## src/rts_defs.vh

```
// Constants for the reset and time-out sequencer: timing, offsets, fields.
// Included by rts_top.v; holds definitions only.
`ifndef RTS_DEFS_VH
`define RTS_DEFS_VH

// System clock and internal slow tick
`define RTS_CLK_NS 25
`define RTS_TICK_NS 1000
`define RTS_TICK_CYC (`RTS_TICK_NS / `RTS_CLK_NS)

// Delays, in the unit their name carries
`define RTS_POWERUP_TIMER_US 17'h11940
`define RTS_PLL_US 17'h007d0
`define RTS_OST_CYC 1024
`define RTS_RECOV_NS 1500
`define RTS_RECOV_CYC ((`RTS_RECOV_NS + `RTS_CLK_NS - 1) / `RTS_CLK_NS)
`define RTS_BOR_QUAL_CYC 17'h00008

// APB register byte offsets
`define RTS_REG_RESET_CAUSE_CONTROL 12'h000
`define RTS_REG_STACK 12'h004
`define RTS_REG_CFG 12'h008
`define RTS_REG_STAT 12'h00c

// Reset cause control fields (flags are active low)
`define RTS_RC_INTERRUPT_PRIORITY_ENABLE 7
`define RTS_RC_RI 4
`define RTS_RC_TO 3
`define RTS_RC_PD 2
`define RTS_RC_POR 1
`define RTS_RC_BOR 0
`define RTS_RC_MASK 8'h9f
`define RTS_RESET_CAUSE_CONTROL_RST 8'h1c

// Stack status fields
`define RTS_STK_FULL 7
`define RTS_STK_UNF 6

// Configuration fields
`define RTS_CFG_MODE_LSB 0
`define RTS_CFG_PLL 3
`define RTS_CFG_POWERUP_TIMER 4
`define RTS_CFG_BROWNOUT_ENABLE_CFG 5
`define RTS_CFG_RST 8'h22

// Oscillator modes
`define RTS_MODE_LP 3'h0
`define RTS_MODE_XT 3'h1
`define RTS_MODE_HS 3'h2
`define RTS_MODE_EC 3'h3
`define RTS_MODE_RC 3'h4

// Program counter targets
`define RTS_PC_RESET 21'h000000
`define RTS_VEC_HIGH 21'h000008
`define RTS_VEC_LOW 21'h000018

`endif

```

## src/rts_top.v

```verilog
// Reset and time-out sequencer with reset-cause flags, reached over APB.
// Assumes detectors and pin are asynchronous; core events are on sys_clk.
//
// Notes on behaviour
// - Rising supply detection makes a power-on pulse that starts the sequence.
// - Power-up timer runs on the slow internal tick and holds reset.
// - Config bit 4 at 0 enables the power-up delay, 1 skips it.
// - After power-up delay, count 1024 main oscillator cycles.
// - Oscillator count only in crystal modes, after power-on, brown-out or wake.
// - With PLL enabled in HS mode, add a 2 ms lock delay after the count.
// - Brown-out enable bit: clear disables, set enables detection.
// - Qualified brown-out resets; reset held until supply recovers.
// - After brown-out rerun power-up timer; new brown-out restarts it.
// - Order is power-on pulse, power-up timer, oscillator count.
// - Delays run while the pin is low; release then starts at once.
// - RC mode: no delay, or only power-up delay when enabled.
// - External clock mode: short recovery on wake, and after power-on when the power-up delay is skipped.
// - Power-on and brown-out reset set their flag patterns, PC to zero.
// - Pin reset in normal run zeroes PC, flags unchanged.
// - Software reset clears only its own flag, PC to zero.
// - Stack resets set the matching stack flag, PC to zero.
// - Pin reset in sleep and watchdog reset set their flag patterns.
// - Wake resumes at PC+2 or the vector, flags per cause.
//
// Register access over APB and the address map were decided locally.
`timescale 1ns/1ps
`include "rts_defs.vh"

module rts_top #(
  parameter [16:0] POWERUP_TIMER_TICKS = `RTS_POWERUP_TIMER_US,
  parameter [16:0] PLL_TICKS = `RTS_PLL_US,
  parameter [16:0] BOR_QUAL_CYC = `RTS_BOR_QUAL_CYC
) (
  // Clock and reset
  input wire sys_clk,
  input wire rst,
  // APB slave
  input wire psel,
  input wire penable,
  input wire pwrite,
  input wire [11:0] paddr,
  input wire [31:0] pwdata,
  output reg [31:0] prdata,
  output reg pready,
  output reg pslverr,
  // Asynchronous detectors, pin and oscillator
  input wire supply_rise_det,
  input wire brownout_det,
  input wire external_reset_pin_n,
  input wire main_osc,
  // Core events as one-cycle pulses on sys_clk; then wake priority, interrupt enables and current PC
  input wire sw_reset_req,
  input wire stack_full_evt,
  input wire stack_underflow_evt,
  input wire wdt_timeout_evt,
  input wire sleep_req,
  input wire irq_wake_evt,
  input wire irq_wake_high,
  input wire high_irq_global_enable,
  input wire low_irq_global_enable,
  input wire [20:0] pc_current,
  // Outputs to the core
  output reg reset_out,
  output reg core_stall,
  output reg pc_load,
  output reg [20:0] pc_value,
  output reg interrupt_priority_enable
);

  localparam [2:0] S_OFF = 3'h0;
  localparam [2:0] S_BOR = 3'h1;
  localparam [2:0] S_POWERUP_TIMER = 3'h2;
  localparam [2:0] S_OST = 3'h3;
  localparam [2:0] S_PLL = 3'h4;
  localparam [2:0] S_RECOV = 3'h5;
  localparam [2:0] S_RUN = 3'h6;
  localparam [2:0] S_SLEEP = 3'h7;
  localparam integer OST_LAST_I = `RTS_OST_CYC - 1;
  localparam integer RECOV_LAST_I = `RTS_RECOV_CYC - 1;
  localparam integer TICK_LAST_I = `RTS_TICK_CYC - 1;
  localparam [16:0] OST_LAST = OST_LAST_I[16:0];
  localparam [16:0] RECOV_LAST = RECOV_LAST_I[16:0];
  localparam [5:0] TICK_LAST = TICK_LAST_I[5:0];

  function is_xtal;
    input [2:0] mode;
    begin
      is_xtal = (mode == `RTS_MODE_LP) || (mode == `RTS_MODE_XT) ||
        (mode == `RTS_MODE_HS);
    end
  endfunction

  function [2:0] after_powerup_timer;
    input [2:0] mode;
    input powerup_timer_skip;
    begin
      if (is_xtal(mode))
        after_powerup_timer = S_OST;
      else if (mode == `RTS_MODE_EC && powerup_timer_skip)
        after_powerup_timer = S_RECOV;
      else
        after_powerup_timer = S_RUN;
    end
  endfunction

  // Synchronisers for supply, brown-out, pin and oscillator
  wire [3:0] async_in = {main_osc, external_reset_pin_n, brownout_det, supply_rise_det};
  reg [3:0] sync1_q;
  reg [3:0] sync2_q;
  genvar gi;
  generate
    for (gi = 0; gi < 4; gi = gi + 1) begin : g_sync
      always @(posedge sys_clk) begin
        if (rst) begin
          sync1_q[gi] <= (gi == 2) ? 1'b1 : 1'b0;
          sync2_q[gi] <= (gi == 2) ? 1'b1 : 1'b0;
        end else begin
          sync1_q[gi] <= async_in[gi];
          sync2_q[gi] <= sync1_q[gi];
        end
      end
    end
  endgenerate

  wire supply_ok = sync2_q[0];
  wire bo_low = sync2_q[1];
  wire pin_n = sync2_q[2];
  wire osc_lvl = sync2_q[3];

  reg supply_prev_q;
  reg osc_prev_q;
  reg [5:0] tick_cnt_q;
  reg [16:0] bo_cnt_q;
  reg bor_act_q;
  reg [2:0] state_q;
  reg [2:0] state_d;
  reg [16:0] cnt_q;
  reg [16:0] cnt_d;
  reg wake_q;
  reg wake_d;
  reg [20:0] wake_pc_q;
  reg [20:0] wake_pc_d;
  reg [7:0] reset_cause_control_q;
  reg [7:0] reset_cause_control_d;
  reg [7:0] stk_q;
  reg [7:0] stk_d;
  reg [7:0] cfg_q;
  reg pc_load_d;
  reg [20:0] pc_value_d;
  reg reset_out_d;

  wire por_pulse = supply_ok & ~supply_prev_q;
  wire osc_edge = osc_lvl & ~osc_prev_q;
  wire rc_tick = (tick_cnt_q == TICK_LAST);
  wire [2:0] mode = cfg_q[`RTS_CFG_MODE_LSB +: 3];
  wire pll_en = cfg_q[`RTS_CFG_PLL] && (mode == `RTS_MODE_HS);
  wire powerup_timer_skip = cfg_q[`RTS_CFG_POWERUP_TIMER];
  wire bor_en = cfg_q[`RTS_CFG_BROWNOUT_ENABLE_CFG];
  wire running = (state_q == S_RUN);
  wire in_sleep = (state_q == S_SLEEP);
  wire pin_fall = ~pin_n;

  // Slow tick standing in for the internal RC oscillator
  always @(posedge sys_clk) begin
    if (rst) begin
      tick_cnt_q <= 6'h00;
      supply_prev_q <= 1'b0;
      osc_prev_q <= 1'b0;
    end else begin
      tick_cnt_q <= rc_tick ? 6'h00 : tick_cnt_q + 6'h01;
      supply_prev_q <= supply_ok;
      osc_prev_q <= osc_lvl;
    end
  end

  // Brown-out must stay low for the qualifying time before it counts
  always @(posedge sys_clk) begin
    if (rst) begin
      bo_cnt_q <= 17'h00000;
      bor_act_q <= 1'b0;
    end else if (!bor_en || !bo_low) begin
      bo_cnt_q <= 17'h00000;
      bor_act_q <= 1'b0;
    end else if (bo_cnt_q == BOR_QUAL_CYC) begin
      bor_act_q <= 1'b1;
    end else begin
      bo_cnt_q <= bo_cnt_q + 17'h00001;
    end
  end

  // Core resets that hit while the core runs
  wire core_rst = running &
    (sw_reset_req | stack_full_evt | stack_underflow_evt | wdt_timeout_evt);

  // Sequencer
  always @* begin
    state_d = state_q;
    cnt_d = cnt_q;
    wake_d = wake_q;
    wake_pc_d = wake_pc_q;
    case (state_q)
      S_OFF: begin
        if (por_pulse) begin
          state_d = S_POWERUP_TIMER;
          cnt_d = 17'h00000;
        end
      end
      S_BOR: begin
        if (!bor_act_q) begin
          state_d = S_POWERUP_TIMER;
          cnt_d = 17'h00000;
        end
      end
      S_POWERUP_TIMER: begin
        if (powerup_timer_skip) begin
          state_d = after_powerup_timer(mode, 1'b1);
          cnt_d = 17'h00000;
        end else if (rc_tick) begin
          if (cnt_q == POWERUP_TIMER_TICKS - 17'h00001) begin
            state_d = after_powerup_timer(mode, 1'b0);
            cnt_d = 17'h00000;
          end else begin
            cnt_d = cnt_q + 17'h00001;
          end
        end
      end
      S_OST: begin
        if (osc_edge) begin
          if (cnt_q == OST_LAST) begin
            state_d = pll_en ? S_PLL : S_RUN;
            cnt_d = 17'h00000;
          end else begin
            cnt_d = cnt_q + 17'h00001;
          end
        end
      end
      S_PLL: begin
        if (rc_tick) begin
          if (cnt_q == PLL_TICKS - 17'h00001) begin
            state_d = S_RUN;
            cnt_d = 17'h00000;
          end else begin
            cnt_d = cnt_q + 17'h00001;
          end
        end
      end
      S_RECOV: begin
        if (cnt_q == RECOV_LAST) begin
          state_d = S_RUN;
          cnt_d = 17'h00000;
        end else begin
          cnt_d = cnt_q + 17'h00001;
        end
      end
      S_RUN: begin
        wake_d = 1'b0;
        if (sleep_req && pin_n && !core_rst)
          state_d = S_SLEEP;
      end
      S_SLEEP: begin
        if (pin_fall || wdt_timeout_evt || irq_wake_evt) begin
          // Pin reset in sleep takes the wake path but keeps reset held
          wake_d = ~pin_fall;
          // A watchdog wake resumes in line even with interrupts enabled
          if (irq_wake_evt && !wdt_timeout_evt &&
              (high_irq_global_enable || low_irq_global_enable))
            wake_pc_d = irq_wake_high ? `RTS_VEC_HIGH : `RTS_VEC_LOW;
          else
            wake_pc_d = pc_current + 21'h000002;
          cnt_d = 17'h00000;
          if (is_xtal(mode))
            state_d = S_OST;
          else if (mode == `RTS_MODE_EC)
            state_d = S_RECOV;
          else
            state_d = S_RUN;
        end
      end
      default: begin
        state_d = S_OFF;
      end
    endcase
    // Brown-out preempts all but supply loss and reinitialises the timer
    if (bor_act_q) begin
      state_d = S_BOR;
      cnt_d = 17'h00000;
      wake_d = 1'b0;
    end
    if (!supply_ok) begin
      state_d = S_OFF;
      cnt_d = 17'h00000;
      wake_d = 1'b0;
    end
  end

  // Reset output: any source, or any delay of a reset sequence
  always @* begin
    reset_out_d = 1'b0;
    if (state_d == S_OFF || state_d == S_BOR)
      reset_out_d = 1'b1;
    if (state_d != S_RUN && state_d != S_SLEEP && !wake_d)
      reset_out_d = 1'b1;
    if (!pin_n || core_rst)
      reset_out_d = 1'b1;
  end

  // Program counter load when reset or wake ends
  always @* begin
    pc_load_d = 1'b0;
    pc_value_d = pc_value;
    if (reset_out && !reset_out_d) begin
      pc_load_d = 1'b1;
      pc_value_d = `RTS_PC_RESET;
    end else if (wake_q && state_q != S_RUN && state_d == S_RUN) begin
      pc_load_d = 1'b1;
      pc_value_d = wake_pc_q;
    end else if (in_sleep && state_d == S_RUN && wake_d) begin
      pc_load_d = 1'b1;
      pc_value_d = wake_pc_d;
    end
  end

  // APB decode
  wire apb_setup = psel & ~penable;
  wire apb_done = psel & penable & pready;
  wire addr_ok = (paddr == `RTS_REG_RESET_CAUSE_CONTROL) || (paddr == `RTS_REG_STACK) ||
    (paddr == `RTS_REG_CFG) || (paddr == `RTS_REG_STAT);
  wire wr_reset_cause_control = apb_done & pwrite & (paddr == `RTS_REG_RESET_CAUSE_CONTROL);
  wire wr_stk = apb_done & pwrite & (paddr == `RTS_REG_STACK);
  wire wr_cfg = apb_done & pwrite & (paddr == `RTS_REG_CFG);

  reg [7:0] rd_byte;
  always @* begin
    case (paddr)
      `RTS_REG_RESET_CAUSE_CONTROL: rd_byte = reset_cause_control_q;
      `RTS_REG_STACK: rd_byte = stk_q;
      `RTS_REG_CFG: rd_byte = cfg_q & 8'h3f;
      `RTS_REG_STAT: rd_byte = {2'h0, bor_act_q, wake_q, reset_out, state_q};
      default: rd_byte = 8'h00;
    endcase
  end

  // Flags: software write first, hardware events then override it
  always @* begin
    reset_cause_control_d = reset_cause_control_q;
    stk_d = stk_q;
    if (wr_reset_cause_control)
      reset_cause_control_d = pwdata[7:0] & `RTS_RC_MASK;
    if (wr_stk)
      stk_d = pwdata[7:0] & 8'hc0;
    if (state_q == S_OFF && por_pulse) begin
      reset_cause_control_d[`RTS_RC_RI] = 1'b1;
      reset_cause_control_d[`RTS_RC_TO] = 1'b1;
      reset_cause_control_d[`RTS_RC_PD] = 1'b1;
      reset_cause_control_d[`RTS_RC_POR] = 1'b0;
      reset_cause_control_d[`RTS_RC_BOR] = 1'b0;
      reset_cause_control_d[`RTS_RC_INTERRUPT_PRIORITY_ENABLE] = 1'b0;
    end
    if (bor_act_q && state_q != S_BOR) begin
      reset_cause_control_d[`RTS_RC_RI] = 1'b1;
      reset_cause_control_d[`RTS_RC_TO] = 1'b1;
      reset_cause_control_d[`RTS_RC_PD] = 1'b1;
      reset_cause_control_d[`RTS_RC_POR] = 1'b1;
      reset_cause_control_d[`RTS_RC_BOR] = 1'b0;
      reset_cause_control_d[`RTS_RC_INTERRUPT_PRIORITY_ENABLE] = 1'b0;
    end
    if (running && sw_reset_req) begin
      reset_cause_control_d[`RTS_RC_RI] = 1'b0;
      reset_cause_control_d[`RTS_RC_INTERRUPT_PRIORITY_ENABLE] = 1'b0;
    end
    if (running && stack_full_evt)
      stk_d[`RTS_STK_FULL] = 1'b1;
    if (running && stack_underflow_evt)
      stk_d[`RTS_STK_UNF] = 1'b1;
    if ((running && (stack_full_evt || stack_underflow_evt)) ||
        (running && !pin_n))
      reset_cause_control_d[`RTS_RC_INTERRUPT_PRIORITY_ENABLE] = 1'b0;
    if (running && wdt_timeout_evt) begin
      reset_cause_control_d[`RTS_RC_RI] = 1'b1;
      reset_cause_control_d[`RTS_RC_TO] = 1'b0;
      reset_cause_control_d[`RTS_RC_PD] = 1'b1;
      reset_cause_control_d[`RTS_RC_INTERRUPT_PRIORITY_ENABLE] = 1'b0;
    end
    if (in_sleep && pin_fall) begin
      reset_cause_control_d[`RTS_RC_TO] = 1'b1;
      reset_cause_control_d[`RTS_RC_PD] = 1'b0;
      reset_cause_control_d[`RTS_RC_INTERRUPT_PRIORITY_ENABLE] = 1'b0;
    end else if (in_sleep && wdt_timeout_evt) begin
      reset_cause_control_d[`RTS_RC_TO] = 1'b0;
      reset_cause_control_d[`RTS_RC_PD] = 1'b0;
    end else if (in_sleep && irq_wake_evt) begin
      reset_cause_control_d[`RTS_RC_TO] = 1'b1;
      reset_cause_control_d[`RTS_RC_PD] = 1'b0;
    end
  end

  // Registers
  always @(posedge sys_clk) begin
    if (rst) begin
      state_q <= S_OFF;
      cnt_q <= 17'h00000;
      wake_q <= 1'b0;
      wake_pc_q <= `RTS_PC_RESET;
      reset_cause_control_q <= `RTS_RESET_CAUSE_CONTROL_RST;
      stk_q <= 8'h00;
      cfg_q <= `RTS_CFG_RST;
      reset_out <= 1'b1;
      core_stall <= 1'b1;
      pc_load <= 1'b0;
      pc_value <= `RTS_PC_RESET;
      interrupt_priority_enable <= 1'b0;
      prdata <= 32'h00000000;
      pready <= 1'b0;
      pslverr <= 1'b0;
    end else begin
      state_q <= state_d;
      cnt_q <= cnt_d;
      wake_q <= wake_d;
      wake_pc_q <= wake_pc_d;
      reset_cause_control_q <= reset_cause_control_d;
      stk_q <= stk_d;
      if (wr_cfg)
        cfg_q <= pwdata[7:0] & 8'h3f;
      reset_out <= reset_out_d;
      core_stall <= reset_out_d | (state_d != S_RUN);
      pc_load <= pc_load_d;
      pc_value <= pc_value_d;
      interrupt_priority_enable <= reset_cause_control_d[`RTS_RC_INTERRUPT_PRIORITY_ENABLE];
      // One wait state: ready in the second access cycle
      pready <= psel & penable & ~pready;
      pslverr <= psel & penable & ~pready & ~addr_ok;
      if (apb_setup)
        prdata <= {24'h000000, rd_byte};
    end
  end

endmodule // rts_top

```

## config.mk

```make
export PLATFORM = sky130hd
export DESIGN_NAME = rts_top
export DESIGN_NICKNAME = d
export VERILOG_FILES = /design/src/rts_top.v
export VERILOG_INCLUDE_DIRS = /design/src
export SDC_FILE = /design/constraint.sdc
export NUM_CORES = 1
export LEC_CHECK = 0
export BUFFER_PORTS_ARGS = -buffer_cell sky130_fd_sc_hd__buf_2
export CORE_ASPECT_RATIO = 0.6
export CORE_UTILIZATION = 30
export CTS_CLUSTER_SIZE = 14
export DETAILED_ROUTE_END_ITERATION = 8
export PLACE_DENSITY = 0.5
export SLEW_MARGIN = 5
export SYNTH_ARGS = -nofsm -noshare
export SYNTH_HDL_FRONTEND = slang
export SYNTH_SLANG_ARGS = --single-unit
```

## constraint.sdc

```tcl
create_clock -name sys_clk -period 4.8 [get_ports sys_clk]
set_input_delay 0.96 -clock sys_clk [delete_from_list [all_inputs] [get_ports sys_clk]]
set_output_delay 0.96 -clock sys_clk [all_outputs]
set_load 0.05 [all_outputs]
```

==> reports/metrics.cfg, run 1 <==
[timing]
slew_headroom = 0.240
hold_viol = 0
finalSetupViolCount = 0
max_freq_mhz = 308
grt_setup_unrepaired = no
setup_tns_ps = 0
worst_clock_skew_ps = 7.48
fin_crit_ps = 3250
slew_violations = 0
fin_crit_sh = 0.677
hold_slack_ps = 415
tightest_slew_ps = 1130

[routing]
wl_per_cell_um = 16.0
wl_um = 18300
viasPerCell = 4.95
drc = 18
drtAntennaViolNets = 0
first_iter_violations = 492
first_pass_iters = 6
num_vias = 5667

[pwr]
p_leak_uw = 0.00293
power_switching_uw = 594
ir_worst_vdd_uv = 213
swShare = 0.239
clkPwrFrac = 0.521
p_comb_frac = 0.060
powerDensity_nw_per_um2 = 322
internal-power_uw = 1890
pwr-share-seq = 0.419

[clock_network]
cts-root-buf = clkbuf_16
cts_tree = built
cts_sinks = 124
postCtsSetupBuffers = 0
ctsHoldBuffers = 0
clk_latency_ps = 420
clockBufferDepth = 2
post_cts_resized = 0
htree_num_levels = 4
cts_buffers = 17
cts.reportedPaths.clkPinSlew_ps = 60

[grt]
grt_pass1_wl_um = 28700
use_met3 = 0.0394
grt.busiest_layer = met1
grt_util_met1 = 0.281
grt_usage = 0.168
grt_pass1_vias = 4975
met2_usage = 0.198
antenna_found_initial = 0
grt_overflow = 0
grt_max_degree = 50

[synthesis]
yosysTopAreaCellShare = 0.379
yosys.cell_count.top_type = dfxtp_1
synthDistinctLibCells = 80
ys_seq_area_frac = 0.379
async_reset_ff_frac = 0
ys_ff_latch = 124
synth_area_per_cell_um2 = 8.48
synth_edf_count = 0
synth.area.top_cells = dfxtp_1 38%, nor2_1 4.7%, nand2_1 4.2%
netlist_instances = 772
ys_top_cells_by_count = 124 x dfxtp_1, 82 x nor2_1, 73 x nand2_1
yosys_warnings = 0
yosysTopAreaCell = dfxtp_1
synthesis.area_um2 = 6550
synth_ff_type = dfxtp_1

[placement]
portBuffers = 93
post_dp_cell_area_um2 = 7130
place.gp.congestion = 0.806
dp_hpwl_um = 13500
placed_cells = 1115

[critical_path]
worst-setup-path-type = in2reg
timing.rr.start = state_q[2]$_SDFF_PP0_
endpoint_kind = flop
reg2reg_slack_ps = 1580
setup.worst_path.start = wdt_timeout_evt
worstPathArrival_ps = 3560
crit_path_max_fanout = 21
startpoint_type = input port
r2r_cells = 8
required_ps = 5110

[floorplan]
die_h_um = 116
die_area_um2 = 22400
start_util = 0.309
ios = 142
row_count = 41
fp.coreArea_um2 = 21200
die_x_um = 193

[min_path]
hp-class = reg2reg
min_from = sync1_q[2]$_SDFF_PP1_
min_path_cells = 1

[layout]
drive_above_1_share = 0.190
area_growth_pct = 17.9
finalNetCount = 943
finalNonFillerCells = 1146
n_antenna_cell = 0
fin_area_um2 = 7710
num-fill-cells = 2240

[job]
drv_cap = 0

[run_status]
violations = design-rule violations
status = finished with violations

[worst paths after layout]
check | end
worst max-delay path | pc_value[7]$_SDFFE_PP0P_
worst min-delay path | pin_n$_SDFF_PP1_
worst max register to register | pc_value[7]$_SDFFE_PP0P_
worst min register to register | pin_n$_SDFF_PP1_
[stage by stage]
stage	setup WS, ps	total power, uW	util
final	1550	2480	0.364
after global routing	1360	2570	0.364
after CTS	1560	2500	0.364
after detailed placement	1110	1210	0.337
after global placement	1130	1210	0.337
after floorplan	2050	1170	-
[power by group through the flow]
| stage | clock network (uW) | logic [uW] | registers [uW] |
|---|---|---|---|
| floorplan | 0 | 109 | 1060 |
| global placement | 0 | 149 | 1060 |
| detailed placement | 0 | 148 | 1060 |
| CTS | 1310 | 149 | 1040 |
| global route | 1370 | 162 | 1040 |
| finish | 1290 | 149 | 1040 |
[final cells by class]
cell class | instances | area (um^2) | share of cell area
repair buffers | 102 | 533 | 0.0691
inverters | 17 | 63.8 | 0.00827
clock buffers | 20 | 437 | 0.0566
flip-flops and latches | 124 | 2480 | 0.322
clock inverters | 11 | 145 | 0.0188
multi-input cells | 593 | 3700 | 0.480
well taps | 279 | 349 | 0.0452
[flip-flops by register name, summed over array words and instances, names as in the netlist, 2 cells and up]
name,flops
pc_value,21
wake_pc_q,21
bo_cnt_q,17
cnt_q,17
prdata,8
cfg_q,6
tick_cnt_q,6
reset_cause_control_q,5
sync1_q,4
state_q,3
stk_q,2
[per-layer routing]
metal,vias to the layer above,share of wire,wire (um)
met5,-,0,0
met4,0,0.0078,143
met3,13,0.065,1180
met2,154,0.34,6300
met1,2616,0.58,10700
li1,2884,-,-
[cell usage in the layout (no fill, tap or decap), types with 13 or more instances in the layout]
| cell | n |
|---|---|
| xor2_1 | 17 |
| nand3_1 | 39 |
| xnor2_1 | 26 |
| nor2b_1 | 13 |
| nor2_1 | 82 |
| and2_1 | 18 |
| dfxtp_1 | 124 |
| inv_1 | 17 |
| buf_2 | 93 |
| mux2i_1 | 24 |
| nand2_1 | 73 |
| conb_1 | 24 |
| nand4_1 | 18 |
| nor3_1 | 27 |
| clkbuf_16 | 17 |
| o21ai_0 | 23 |
| a21oi_1 | 36 |
[kinds of logic (layout without fill, tap and decap cells)]
kind of cell,after synthesis,after routing,share of synthesized area
flip-flops,124,124,0.379
multiplexers,32,32,0.0510
buffers and inverters,78,150,0.0680
AO/OA/AOI/OAI,134,134,0.146
other,1,24,0.000573
XOR/XNOR,43,43,0.0575
adder cells (fa/ha/maj),5,5,0.00956
AND/OR/NAND/NOR,355,355,0.288
[worst max-delay path, stage by stage]
cell and delay [ps]:
buf_2 140, nor3b_1 340, nor2_1 140, a211o_1 350, o22ai_4 290, nand4_2 680
buf_4 400, mux2i_1 120, o2bb2ai_1 130
Note: power is estimated with default switching activity, not from simulation.
==> run 2: changes to the inputs <==
==> constraint.sdc (replaced) <==
create_clock -name sys_clk -period 3.4 [get_ports sys_clk]
set_input_delay 0.68 -clock sys_clk [delete_from_list [all_inputs] [get_ports sys_clk]]
set_output_delay 0.68 -clock sys_clk [all_outputs]
set_load 0.05 [all_outputs]
==> run 2 against run 1 <==
The flow still finishes with violations (design-rule violations). Hold slack lost 4.7 ps. Die area is the same. Setup slack lost 910 ps. Power grew 43%. Sequential share of layout area shrank 0.39 points. Routed wire length grew 0.19%. Sequential power grew 41%. Global-route usage shrank 0.35 points. Non-clock buffer count grew 9. Design area grew 1.2%. Clock power grew 45%. Critical path type is now reg2reg.
==> reports/metrics.cfg, run 2 (synthesized netlist as in run 1, its figures left out) <==
[run_status]
status = finished with violations
violations = design-rule violations

[pwr]
swShare = 0.234
ir_worst_vdd_uv = 334
internal-power_uw = 2730
clkPwrFrac = 0.527
p_leak_uw = 0.00300
pwr-share-seq = 0.413
power_switching_uw = 831
p_comb_frac = 0.060
powerDensity_nw_per_um2 = 455
power.total_uw = 3560

[critical_path]
startpoint_type = flop
crit_path_max_fanout = 21
max_stage_delay_ps = 430
endpoint_kind = flop
crit_chain = ha_1 > nand3_1 > nor3_1 > nand4_1 > and4_1 > nand4_2 > buf_4 > or2b_1 > a311oi_1
cpMaxStageDelayCell = nor3_1
worstPathArrival_ps = 3090
worst-setup-path-type = reg2reg
required_ps = 3720
crit_family = simple AND/OR/NAND/NOR gates
cp_num_buf_inv = 1

[routing]
num_vias = 5785
wl_per_cell_um = 15.9
drc = 18
first_pass_iters = 7
drtAntennaViolNets = 0
viasPerCell = 5.01
wl_um = 18300
first_iter_violations = 385

[timing]
fin_crit_sh = 0.814
finalSetupViolCount = 0
hold_viol = 0
setup_tns_ps = 0
tightest_slew_ps = 694
fin_crit_ps = 2770
worst_clock_skew_ps = 11.1
slew_violations = 0
max_freq_mhz = 361
slew_headroom = 0.536
grt_setup_unrepaired = no

[clock_network]
post_cts_resized = 0
cts-root-buf = clkbuf_16
cts_buffers = 17
postCtsSetupBuffers = 0
cts_sinks = 124
clk_latency_ps = 420
ctsHoldBuffers = 0
cts.reportedPaths.clkPinSlew_ps = 60
htree_num_levels = 4
clockBufferDepth = 2
cts_tree = built

[floorplan]
fp.coreArea_um2 = 21200
die_h_um = 116
die_x_um = 193
die_area_um2 = 22400
row_count = 41
start_util = 0.309
ios = 142

[grt]
grt_max_degree = 50
grt_pass1_wl_um = 28200
grt_usage = 0.165
grt_pass1_vias = 4953
antenna_found_initial = 0
grt_overflow = 0

[layout]
top_regs = pc_value: 21 flops, wake_pc_q: 21 flops
num-fill-cells = 2250
area_growth_pct = 19.3
finalNetCount = 952
final_common_cell = dfxtp_1
n_antenna_cell = 0
layout_common_cells = 124 x dfxtp_1, 93 x buf_2, 82 x nor2_1
seqCellArea_um2 = 2480
postLayoutCoreUtil = 0.369
multi_input_area_um2 = 3700
drive_above_1_share = 0.202
finalNonFillerCells = 1155

[placement]
place.gp.congestion = 0.814
dp_hpwl_um = 13700
portBuffers = 93
placed_cells = 1124

[min_path]
hp-class = reg2reg

[job]
drv_cap = 0

[run 2: cell count changes in the layout (fill, tap and decap cells not counted)]
cell        previous run  this run
clkbuf_8               0         3
clkinvlp_4             3         2
buf_4                  9        18
inv_6                  1         0
clkinv_2               3         4
clkinv_4               1         2
clkbuf_1               3         0
[run 2: worst paths after layout]
| check | from | endpoint | slack, ps | depth (start not counted) |
|---|---|---|---|---|
| min | sync1_q[2]$_SDFF_PP1_ | pin_n$_SDFF_PP1_ | 410 | 1 |
| max | cnt_q[0]$_SDFFE_PP0P_ | pc_value[0]$_SDFFE_PP0P_ | 630 | 9 |
| min reg2reg | sync1_q[2]$_SDFF_PP1_ | pin_n$_SDFF_PP1_ | 410 | 1 |
| max reg2reg | cnt_q[0]$_SDFFE_PP0P_ | pc_value[0]$_SDFFE_PP0P_ | 630 | 9 |
[run 2: power by group through the flow]
stage	Sequential, uW	Combinational (uW)	Clock (uW)
after floorplan	1500	154	0
after global placement	1500	213	0
after detailed placement	1500	212	0
after CTS	1470	213	1920
after global routing	1470	229	1970
final	1470	214	1870
[run 2: per-layer routing]
layer / GRT usage / share of wire / vias up / wire, um
met3: 0.0313 / 0.068 / 11 / 1240
met5: 0 / 0 / - / 0
li1: - / - / 2901 / -
met2: 0.190 / 0.35 / 188 / 6410
met1: 0.283 / 0.58 / 2685 / 10600
met4: 0.0441 / 0.0060 / 0 / 110
[run 2: final cells by class]
class / count / area share
clock inverters: 11 / 0.0183
clock buffers: 20 / 0.0598
well taps: 279 / 0.0447
flip-flops and latches: 124 / 0.318
repair buffers: 111 / 0.0769
inverters: 17 / 0.00817
multi-input cells: 593 / 0.474
[run 2: per-stage QoR]
stage	hold slack [ps]	instance area, um^2	setup slack, ps
3_3_place_gp	398	7200	556
4_1_cts	410	7810	654
3_5_place_dp	396	7200	561
2_1_floorplan	389	6630	934
6_report	410	7810	633
5_1_grt	419	7810	408
[run 2: worst reg2reg max path: stages (launching register included)]
cell and delay [ps]:
dfxtp_1 370, ha_1 200, nand3_1 220, nor3_1 430
nand4_1 220, and4_1 300, nand4_2 100, buf_4 310
or2b_1 280, a311oi_1 250
